[config.mk]
export PLATFORM = sky130hd
export DESIGN_NAME = eeprom_autoload_access
export DESIGN_NICKNAME = d
export VERILOG_FILES = /design/src/include/eeprom_ctl_pkg.sv /design/src/hw/eeprom_shifter.sv /design/src/hw/eeprom_autoload_access.sv
export SDC_FILE = /design/constraint.sdc
export NUM_CORES = 1
export LEC_CHECK = 0
export BUFFER_PORTS_ARGS = -buffer_cell sky130_fd_sc_hd__buf_2
export CAP_MARGIN = 20
export CORE_MARGIN = 2
export CORE_UTILIZATION = 25
export DETAILED_ROUTE_END_ITERATION = 8
export PLACE_DENSITY = 0.37
export SYNTH_ARGS = -nofsm -noshare
export SYNTH_HDL_FRONTEND = slang
export SYNTH_HIERARCHICAL = 1
export SYNTH_SLANG_ARGS = --single-unit
[constraint.sdc]
create_clock -name CLOCK -period 8.8 [get_ports CLOCK]
set_input_delay 1.76 -clock CLOCK [delete_from_list [all_inputs] [get_ports CLOCK]]
set_output_delay 1.76 -clock CLOCK [all_outputs]
set_load 0.01 [all_outputs]
[src/include/eeprom_ctl_pkg.sv]
// Constants and types for the serial configuration memory controller
package eeprom_ctl_pkg;

  // Register byte offsets
  localparam logic [7:0] OFS_CTRL_STATUS = 8'h70;
  localparam logic [7:0] OFS_IRQ_STATUS  = 8'h74;
  localparam logic [7:0] OFS_IRQ_MASK    = 8'h78;
  localparam logic [7:0] OFS_CFG_BASE    = 8'h80;  // Autoloaded words, read only
  localparam logic [7:0] CFG_SPAN        = 8'h20;  // Eight words of four bytes

  // Control/status field positions
  localparam int BIT_START   = 0;
  localparam int BIT_CMD     = 1;
  localparam int BIT_ERR     = 2;
  localparam int BIT_DONE    = 3;
  localparam int BIT_DIV_LO  = 4;
  localparam int BIT_DIS     = 6;
  localparam int BIT_FAST    = 7;
  localparam int BIT_BUSY    = 8;
  localparam int BIT_ADDR_LO = 9;
  localparam int BIT_DATA_LO = 16;

  // Interrupt status bits
  localparam int IRQ_CYCLE_DONE = 0;
  localparam int IRQ_ACK_ERR    = 1;
  localparam int IRQ_LOAD_DONE  = 2;
  localparam int IRQ_W          = 3;

  // Divider half periods in core clocks (divide by 2x this value)
  localparam logic [12:0] HALF_DIV_8192 = 13'h1000;
  localparam logic [12:0] HALF_DIV_4096 = 13'h0800;
  localparam logic [12:0] HALF_DIV_2048 = 13'h0400;
  localparam logic [12:0] HALF_DIV_256  = 13'h0080;
  localparam int          FAST_SHIFT    = 3;        // Eight times faster

  // Autoload geometry
  localparam int          CFG_WORDS     = 8;
  localparam logic [6:0]  CFG_LAST      = 7'h07;

  // Serial frame: opcode bits, address bits, data bits
  localparam logic [2:0]  OP_READ  = 3'h6;
  localparam logic [2:0]  OP_WRITE = 3'h5;
  localparam logic [5:0]  FRAME_RD = 6'h1a;  // 3 op + 7 addr + 16 data
  localparam logic [5:0]  FRAME_WR = 6'h1b;  // Plus one ack bit

  typedef enum logic [1:0] {
    ST_IDLE = 2'b00,
    ST_LOAD = 2'b01,
    ST_MAN  = 2'b10,
    ST_WAIT = 2'b11
  } ctl_state_t;

endpackage

[src/hw/eeprom_shifter.sv]
// Serial bit engine for one memory word frame
`timescale 1ns/1ns
module eeprom_shifter (
  // Clock and reset
  input  wire logic        CLOCK,
  input  wire logic        RST,
  // Request
  input  wire logic        go,
  input  wire logic        wr,
  input  wire logic [6:0]  addr,
  input  wire logic [15:0] wdata,
  input  wire logic [12:0] half,
  // Result
  output logic             done,
  output logic             nack,
  output logic [15:0]      rdata,
  // Serial pins
  output logic             sk,
  output logic             cs,
  output logic             dout,
  input  wire logic        din
);

  typedef struct packed {
    logic        active;
    logic        wr;
    logic [12:0] cnt;
    logic [5:0]  bitn;
    logic [25:0] sh;
    logic [15:0] rd;
    logic        sk;
    logic        done;
    logic        nack;
    logic [1:0]  din_s;
  } shf_t;

  shf_t s_r;
  shf_t s_nxt;
  logic [5:0] last;

  assign last = s_r.wr ? eeprom_ctl_pkg::FRAME_WR : eeprom_ctl_pkg::FRAME_RD;

  // Shift on falling edge of sk, sample on rising edge
  always_comb begin
    s_nxt       = s_r;
    s_nxt.done  = 1'b0;
    s_nxt.din_s = {s_r.din_s[0], din};  // Two-stage sync of the pin
    if (go && !s_r.active) begin
      s_nxt.active = 1'b1;
      s_nxt.wr     = wr;
      s_nxt.cnt    = half;
      s_nxt.bitn   = 6'h00;
      s_nxt.nack   = 1'b0;
      s_nxt.sk     = 1'b0;
      s_nxt.sh     = {wr ? eeprom_ctl_pkg::OP_WRITE : eeprom_ctl_pkg::OP_READ, addr, wdata};
    end else if (s_r.active) begin
      if (s_r.cnt > 13'h0001) begin
        s_nxt.cnt = s_r.cnt - 13'h0001;
      end else begin
        s_nxt.cnt = half;
        s_nxt.sk  = ~s_r.sk;
        if (!s_r.sk) begin
          // Rising edge: capture read bits, check the trailing ack
          s_nxt.rd = {s_r.rd[14:0], s_r.din_s[1]};
          if (s_r.wr && s_r.bitn == eeprom_ctl_pkg::FRAME_WR - 6'h01 && s_r.din_s[1]) begin
            s_nxt.nack = 1'b1;
          end
        end else begin
          s_nxt.sh   = {s_r.sh[24:0], 1'b0};
          s_nxt.bitn = s_r.bitn + 6'h01;
          if (s_r.bitn + 6'h01 == last) begin
            s_nxt.active = 1'b0;
            s_nxt.done   = 1'b1;
            s_nxt.sk     = 1'b0;
          end
        end
      end
    end
  end

  // State register
  always_ff @(posedge CLOCK or posedge RST) begin
    if (RST) begin
      s_r <= '0;
    end else begin
      s_r <= s_nxt;
    end
  end

  assign done  = s_r.done;
  assign nack  = s_r.nack;
  assign rdata = s_r.rd;
  assign sk    = s_r.sk;
  assign cs    = s_r.active;
  assign dout  = s_r.sh[25];

endmodule // eeprom_shifter

[src/hw/eeprom_autoload_access.sv]
// Configuration memory autoload and software access block with Wishbone slave
`timescale 1ns/1ns
module eeprom_autoload_access (
  // Clock and reset
  input  wire logic        CLOCK,
  input  wire logic        RST,
  // Wishbone slave
  input  wire logic        WB_CYC_I,
  input  wire logic        WB_STB_I,
  input  wire logic        WB_WE_I,
  input  wire logic [7:0]  WB_ADR_I,
  input  wire logic [3:0]  WB_SEL_I,
  input  wire logic [31:0] WB_DAT_I,
  output logic [31:0]      WB_DAT_O,
  output logic             WB_ACK_O,
  // Interrupt
  output logic             IRQ,
  // Serial memory pins
  output logic             EE_SK,
  output logic             EE_CS,
  output logic             EE_DO,
  input  wire logic        EE_DI,
  // Loaded configuration words, flattened
  output logic [127:0]     CFG_WORDS_O
);

  ////////////////////////////////////////////////////////////////////////
  // State

  // One packed record holds every register of the block, so the next-state
  // logic starts from a full copy and changes only what it must.
  // Four sequencer states: a one-cycle decision after reset, the autoload
  // walk over the loaded words, one software cycle, and idle.
  // Busy is read straight from the state, so it can never disagree with it.
  // Software fields stay writable while a frame runs, except start, the command
  // and, during a software frame, the data lanes, which that frame is still using.
  // Divider select and fast bit may change at any time; the engine picks
  // the new half period up at its next serial clock edge, not at once.
  // Limitation: an autoload cannot be repeated without a reset.
  typedef struct packed {
    eeprom_ctl_pkg::ctl_state_t st;
    logic        start;
    logic        cmd;
    logic        err;
    logic        ld_ok;
    logic [1:0]  div;
    logic        dis;
    logic        fast;
    logic [6:0]  addr;
    logic [15:0] data;
    logic [6:0]  ld_idx;
    logic        ld_err;
    logic        go;
    logic [eeprom_ctl_pkg::IRQ_W-1:0] ist;
    logic [eeprom_ctl_pkg::IRQ_W-1:0] imask;
    logic        ack;
    logic [31:0] rdat;
    logic [eeprom_ctl_pkg::CFG_WORDS-1:0][15:0] cfg;  // Packed to keep the record packed
  } ctl_t;

  ctl_t c_r;
  ctl_t c_nxt;

  logic        sh_done;
  logic        sh_nack;
  logic [15:0] sh_rdata;
  logic [12:0] half;
  logic        wb_req;
  logic [eeprom_ctl_pkg::IRQ_W-1:0] ev;
  logic        loading;
  logic        manual;

  // Half period of the serial clock from the select
  function automatic logic [12:0] half_of(input logic [1:0] sel);
    case (sel)
      2'b00:   half_of = eeprom_ctl_pkg::HALF_DIV_8192;
      2'b01:   half_of = eeprom_ctl_pkg::HALF_DIV_4096;
      2'b10:   half_of = eeprom_ctl_pkg::HALF_DIV_2048;
      default: half_of = eeprom_ctl_pkg::HALF_DIV_256;
    endcase
  endfunction

  // Address falls inside the window of autoloaded words
  function automatic logic in_cfg(input logic [7:0] a);
    in_cfg = (a >= eeprom_ctl_pkg::OFS_CFG_BASE) &&
             (a < eeprom_ctl_pkg::OFS_CFG_BASE + eeprom_ctl_pkg::CFG_SPAN);
  endfunction

  // Read image of the control/status word, field by field
  function automatic logic [31:0] ctrl_word(input ctl_t c, input logic busy);
    logic [31:0] w;
    w                                     = 32'h0000_0000;
    w[eeprom_ctl_pkg::BIT_START]          = c.start;
    w[eeprom_ctl_pkg::BIT_CMD]            = c.cmd;
    w[eeprom_ctl_pkg::BIT_ERR]            = c.err;
    w[eeprom_ctl_pkg::BIT_DONE]           = c.ld_ok;
    w[eeprom_ctl_pkg::BIT_DIV_LO +: 2]    = c.div;
    w[eeprom_ctl_pkg::BIT_DIS]            = c.dis;
    w[eeprom_ctl_pkg::BIT_FAST]           = c.fast;
    w[eeprom_ctl_pkg::BIT_BUSY]           = busy;
    w[eeprom_ctl_pkg::BIT_ADDR_LO +: 7]   = c.addr;
    w[eeprom_ctl_pkg::BIT_DATA_LO +: 16]  = c.data;
    return w;
  endfunction

  // Sequencer state decode shared by the engine, divider and read mux
  assign loading = (c_r.st == eeprom_ctl_pkg::ST_LOAD);
  assign manual  = (c_r.st == eeprom_ctl_pkg::ST_MAN);

  // Fast mode only applies while autoloading; software cycles always use
  // the plain divider, so the select alone fixes their bit rate
  assign half = (loading && c_r.fast) ?
                (half_of(c_r.div) >> eeprom_ctl_pkg::FAST_SHIFT) :
                half_of(c_r.div);

  assign wb_req = WB_CYC_I && WB_STB_I && !c_r.ack;

  ////////////////////////////////////////////////////////////////////////
  // Serial engine

  // One engine serves both autoload and software cycles; the sequencer
  // never starts a frame while another runs, so no arbitration is needed.
  // The engine registers its own pin outputs, so select, clock and data
  // leave the block glitch free.
  // The returned pin passes two flip-flops inside the engine, which costs
  // two core clocks of the half period; the fastest half is sixteen clocks.
  // Write data is taken from the data field at the start of the frame.
  eeprom_shifter u_shf (
    .CLOCK (CLOCK),
    .RST   (RST),
    .go    (c_r.go),
    .wr    (manual && c_r.cmd),
    .addr  (loading ? c_r.ld_idx : c_r.addr),
    .wdata (c_r.data),
    .half  (half),
    .done  (sh_done),
    .nack  (sh_nack),
    .rdata (sh_rdata),
    .sk    (EE_SK),
    .cs    (EE_CS),
    .dout  (EE_DO),
    .din   (EE_DI)
  );

  ////////////////////////////////////////////////////////////////////////
  // Control, sequencing and register access

  // Single next-state process: sequencer first, then bus access, so a
  // register write in the same cycle as a sequencer update sees the
  // sequencer's result, and interrupt events are merged last
  always_comb begin
    c_nxt      = c_r;
    c_nxt.go   = 1'b0;
    c_nxt.ack  = 1'b0;
    ev         = '0;

    // Sequencer
    case (c_r.st)
      // Idle: a pending start launches one software frame
      eeprom_ctl_pkg::ST_IDLE: begin
        if (c_r.start) begin
          c_nxt.err = 1'b0;
          c_nxt.go  = 1'b1;
          c_nxt.st  = eeprom_ctl_pkg::ST_MAN;
        end
      end
      // Autoload: store each word, then fetch the next one
      eeprom_ctl_pkg::ST_LOAD: begin
        if (sh_done) begin
          c_nxt.cfg[c_r.ld_idx[2:0]] = sh_rdata;
          if (c_r.ld_idx == eeprom_ctl_pkg::CFG_LAST) begin
            c_nxt.st    = eeprom_ctl_pkg::ST_IDLE;
            c_nxt.ld_ok = !c_r.ld_err;
            ev[eeprom_ctl_pkg::IRQ_LOAD_DONE] = 1'b1;
          end else begin
            c_nxt.ld_idx = c_r.ld_idx + 7'h01;
            c_nxt.go     = 1'b1;
          end
        end
      end
      // Software cycle: results land on the completion pulse
      eeprom_ctl_pkg::ST_MAN: begin
        if (sh_done) begin
          c_nxt.start = 1'b0;
          c_nxt.err   = sh_nack;
          if (!c_r.cmd) begin
            c_nxt.data = sh_rdata;
          end
          ev[eeprom_ctl_pkg::IRQ_CYCLE_DONE] = 1'b1;
          ev[eeprom_ctl_pkg::IRQ_ACK_ERR]    = sh_nack;
          c_nxt.st = eeprom_ctl_pkg::ST_IDLE;
        end
      end
      // Decision state, entered only from reset
      default: begin
        // Post-reset decision: autoload unless disabled
        if (!c_r.dis) begin
          c_nxt.st = eeprom_ctl_pkg::ST_LOAD;
          c_nxt.go = 1'b1;
        end else begin
          c_nxt.st = eeprom_ctl_pkg::ST_IDLE;
        end
      end
    endcase

    // Bus access, one wait state
    // A request is taken once; the registered ack blocks a second take
    // while the master still holds the request in the answer cycle.
    if (wb_req) begin
      c_nxt.ack  = 1'b1;
      c_nxt.rdat = 32'h0000_0000;  // Unmapped addresses read zero
      // Control/status word
      if (WB_ADR_I == eeprom_ctl_pkg::OFS_CTRL_STATUS) begin
        c_nxt.rdat = ctrl_word(c_r, loading);
        if (WB_WE_I) begin
          if (WB_SEL_I[0]) begin
            // Start only rises from zero and not during a running cycle
            if (WB_DAT_I[eeprom_ctl_pkg::BIT_START] && !c_r.start &&
                c_r.st == eeprom_ctl_pkg::ST_IDLE) begin
              c_nxt.start = 1'b1;
            end
            if (c_r.st == eeprom_ctl_pkg::ST_IDLE) begin
              c_nxt.cmd = WB_DAT_I[eeprom_ctl_pkg::BIT_CMD];
            end
            c_nxt.div  = WB_DAT_I[eeprom_ctl_pkg::BIT_DIV_LO +: 2];
            c_nxt.dis  = WB_DAT_I[eeprom_ctl_pkg::BIT_DIS];
            c_nxt.fast = WB_DAT_I[eeprom_ctl_pkg::BIT_FAST];
          end
          if (WB_SEL_I[1]) begin
            c_nxt.addr = WB_DAT_I[eeprom_ctl_pkg::BIT_ADDR_LO +: 7];
          end
          // Data lanes frozen during a software frame: the frame shifts the
          // value it started with, and a read overwrites the field at the end
          if (WB_SEL_I[2] && c_nxt.st != eeprom_ctl_pkg::ST_MAN) begin
            c_nxt.data[7:0] = WB_DAT_I[eeprom_ctl_pkg::BIT_DATA_LO +: 8];
          end
          if (WB_SEL_I[3] && c_nxt.st != eeprom_ctl_pkg::ST_MAN) begin
            c_nxt.data[15:8] = WB_DAT_I[eeprom_ctl_pkg::BIT_DATA_LO + 8 +: 8];
          end
        end
      // Interrupt status, cleared by a read
      end else if (WB_ADR_I == eeprom_ctl_pkg::OFS_IRQ_STATUS) begin
        c_nxt.rdat = {29'h0, c_r.ist};
        if (!WB_WE_I) begin
          c_nxt.ist = '0;  // Clear on read; new events below still win
        end
      // Interrupt mask, same layout as the status
      end else if (WB_ADR_I == eeprom_ctl_pkg::OFS_IRQ_MASK) begin
        c_nxt.rdat = {29'h0, c_r.imask};
        if (WB_WE_I && WB_SEL_I[0]) begin
          c_nxt.imask = WB_DAT_I[eeprom_ctl_pkg::IRQ_W-1:0];
        end
      // Loaded words, read only
      end else if (in_cfg(WB_ADR_I)) begin
        c_nxt.rdat = {16'h0000, c_r.cfg[WB_ADR_I[4:2]]};
      end
    end

    // Loader error accumulates across words, but autoload frames are reads
    // and the engine checks the ack only on writes, so the completion bit always sets
    if (loading && sh_done && sh_nack) begin
      c_nxt.ld_err = 1'b1;
    end

    // Sticky events, set wins over clear
    // Merged after the bus access so a read in the event cycle cannot
    // lose the event; it shows up at the next read instead
    c_nxt.ist = c_nxt.ist | ev;
  end

  // State register
  // Reset parks the sequencer in the decision state; autoload is chosen at
  // the first edge after release, from the reset value of the disable bit
  always_ff @(posedge CLOCK or posedge RST) begin
    if (RST) begin
      c_r    <= '0;
      c_r.st <= eeprom_ctl_pkg::ST_WAIT;  // Autoload decision after release
    end else begin
      c_r <= c_nxt;
    end
  end

  ////////////////////////////////////////////////////////////////////////
  // Outputs

  // Ack and read data come from flip-flops; ack stands for one cycle, read data until the next request
  // Interrupt is a level from registers, high while an unmasked bit is set
  // so it stays clean of bus decode glitches
  assign WB_DAT_O = c_r.rdat;
  assign WB_ACK_O = c_r.ack;
  assign IRQ      = |(c_r.ist & c_r.imask);

  // Loaded words for the rest of the device
  // They keep their values until the next reset
  genvar gi;
  generate
    for (gi = 0; gi < eeprom_ctl_pkg::CFG_WORDS; gi++) begin : g_cfg
      assign CFG_WORDS_O[gi*16 +: 16] = c_r.cfg[gi];
    end
  endgenerate

endmodule // eeprom_autoload_access

==> reports/metrics.cfg <==
[finish]
fillCellCount = 5853
drive_above_1_share_pct = 44.5
multiInputGateArea_mm2 = 0.00563
nets = 1216
layout_commonest_cell = dfrtp_1
regArea_mm2 = 0.00693
area_delta_synth_final_pct = 12.3
final_cell_mix = dfrtp_1 (275), buf_2 (212), mux2_2 (175)
n_antenna_cell = 0
layoutNonFillerInstCount = 1942

[clock_network]
cts.sink_count = 277
cts_tree = yes
clk_pin_slew_worst_paths_ns = 0.05
h-tree-depth = 2
holdBufCountCts = 0
cts_setup_buffers = 0
cts_buffer_depth = 3
cts_made_buffers = 35
clk_latency_ns = 0.54
cts_resized = 0
root_buffer = clkbuf_16

[global_route]
grt_pass1_vias = 9287
grtUsageTotal_pct = 14.6
grt_max_degree = 152
antenna_found_initial = 3
overflow = 0
grt_pass1_wl_um = 64200

[sta]
fin_crit_ns = 3.75
rsz0062_at_grt = no
hold_slack_ns = 0.359
hold_viol = 0
period_share_pct = 42.7
fmax_mhz = 266
relSlewSlack_pct = 27.0
finalMaxSlewViolations = 0
setup_slack_ns = 5.05
skew_ns = 0.0168
setup_viol = 0
fin_tns_setup_ns = 0
tightest_slew_ns = 1.09

[critical_path]
crit_arrival_ns = 4.17
cp_max_fo = 36
endpoint_kind = register
startpoint_type = primary input
required_ns = 9.21
critPathKind = in2reg
r2r_slack_ns = 5.48

[yosys]
synth_area_mm2 = 0.0142
synth_top_cell_by_area = dfrtp_1
ys_seq_area_share_pct = 48.8
synth_top_area_share_pct = 48.4
synth.top_cells.by_area = dfrtp_1 (48%), mux2_2 (14%), buf_4 (9.8%)
avgSynthCellArea_um2 = 12.7
async_reset_ff_share_pct = 100
synth_edf_count = 0
netlist_instances = 1123
synth_cell_types = 76
yosysWarnings = 6
ys_seq_elements = 277
ys.flop_type = dfrtp_1

[floorplanning]
core-area_mm2 = 0.0563
io_pins = 215
die_area_mm2 = 0.0588
dieHeight_um = 242
floorplan.initialDensity_pct = 25.3
row_count = 87
die_width_um = 242

[power]
p_leak_nw = 8.06
ir_worst_vdd_v = 0.0000985
p_total_mw = 3.11
power_density_mw_per_mm2 = 195

[placement]
hpwl_um = 29600
portBuffers = 212
dp_slack_ns = 4.42
gp_congestion = 0.765
dp.cells = 1880

[detailed_routing]
num_vias = 8741
drc = 0
wirelength_um = 42900
drtIter0Drc = 410
wl_per_cell_um = 22.1
firstDrtPassIters = 5
viasPerCell = 4.50
drtAntennaViolNets = 0

[hold_path]
hp-class = reg2reg

[outcome]
status = finished, final reports clean

[run]
maxCapViolCount = 0

==> cells by family (layout without fill, tap and decap cells) <==
group                    after synthesis  in the layout  share of synthesized area, %
AO/OA/AOI/OAI                        141            141                          7.55
XOR/XNOR                               9              9                         0.555
adder cells (fa/ha/maj)                5              5                         0.440
buffers and inverters                248            302                          11.9
flip-flops                           277            277                          48.8
multiplexers                         248            248                          22.2
other                                  1             10                        0.0264
AND/OR/NAND/NOR                      194            194                          8.55
==> metal layers <==
layer / track usage [%] / wire length, um / up-vias
li1: - / - / 3963
met1: 19.6 / 19700 / 4551
met2: 23.0 / 20000 / 162
met3: 4.01 / 2210 / 59
met4: 3.98 / 963 / 6
met5: 0 / 39 / -
==> cells in the mapped netlist, types with 10 or more instances <==
library cell	n
nor3_1	10
nand2_1	40
buf_4	185
a21oi_1	10
o21ai_0	27
a22oi_1	16
inv_1	14
mux2_2	175
nand3_1	10
mux4_2	32
a31oi_1	10
buf_2	17
a221o_1	30
clkbuf_1	23
dfrtp_1	275
a22o_1	18
nor2b_1	10
and2_1	26
nor2_1	33
mux2i_1	24
==> final timing paths <==
| check | from | endpoint | depth (start not counted) |
|---|---|---|---|
| worst min register to register | u_shf/s_nxt[1] | u_shf/s_r[1] | 0 |
| worst max-delay path | WB_ADR_I[4] | c_r[177] | 6 |
| worst max register to register | u_shf/s_r[60] | u_shf/s_r[22] | 4 |
| worst min-delay path | u_shf/s_nxt[1] | u_shf/s_r[1] | 0 |
| min in group asynchronous | RST | WB_DAT_O[20] | 2 |
| max in group asynchronous | RST | CFG_WORDS_O[106] | 3 |
==> critical path: stages <==
cell,delay (ns)
buf_2,0.49
nand4b_2,0.21
and4bb_2,0.32
buf_4,0.44
and4b_1,0.55
mux2_1,0.36
==> registers in the layout, summed over array words and instances, names as in the netlist <==
name / count
CFG_WORDS_O: 128
c_r: 48
u_shf/s_r: 46
WB_DAT_O: 32
u_shf/rdata: 16
WB_ACK_O: 1
u_shf/cs: 1
u_shf/done: 1
u_shf/dout: 1
u_shf/nack: 1
u_shf/s_nxt: 1
u_shf/sk: 1
==> where the power goes <==
| group | switching (mW) | internal (mW) | total (mW) |
|---|---|---|---|
| clock network | 0.572 | 0.950 | 1.52 |
| registers | 0.0470 | 1.30 | 1.35 |
| logic | 0.147 | 0.0928 | 0.240 |
| total | 0.766 | 2.34 | 3.11 |
==> final cells by class <==
cell class              count  area share, %
clock buffers              51           6.63
repair buffers            225           7.34
multi-input cells         607           35.3
inverters                  15          0.400
well taps                 756           5.92
flip-flops and latches    277           43.4
clock inverters            11          0.987
==> metrics by stage <==
step / util (%) / instance area (um2)
global route: 28.4 / 16000
detailed placement: 26.2 / 14700
finish: 28.4 / 16000
floorplan: - / 14200
CTS: 28.4 / 16000
global placement: 26.2 / 14700
(Power assumes the default switching activity.)
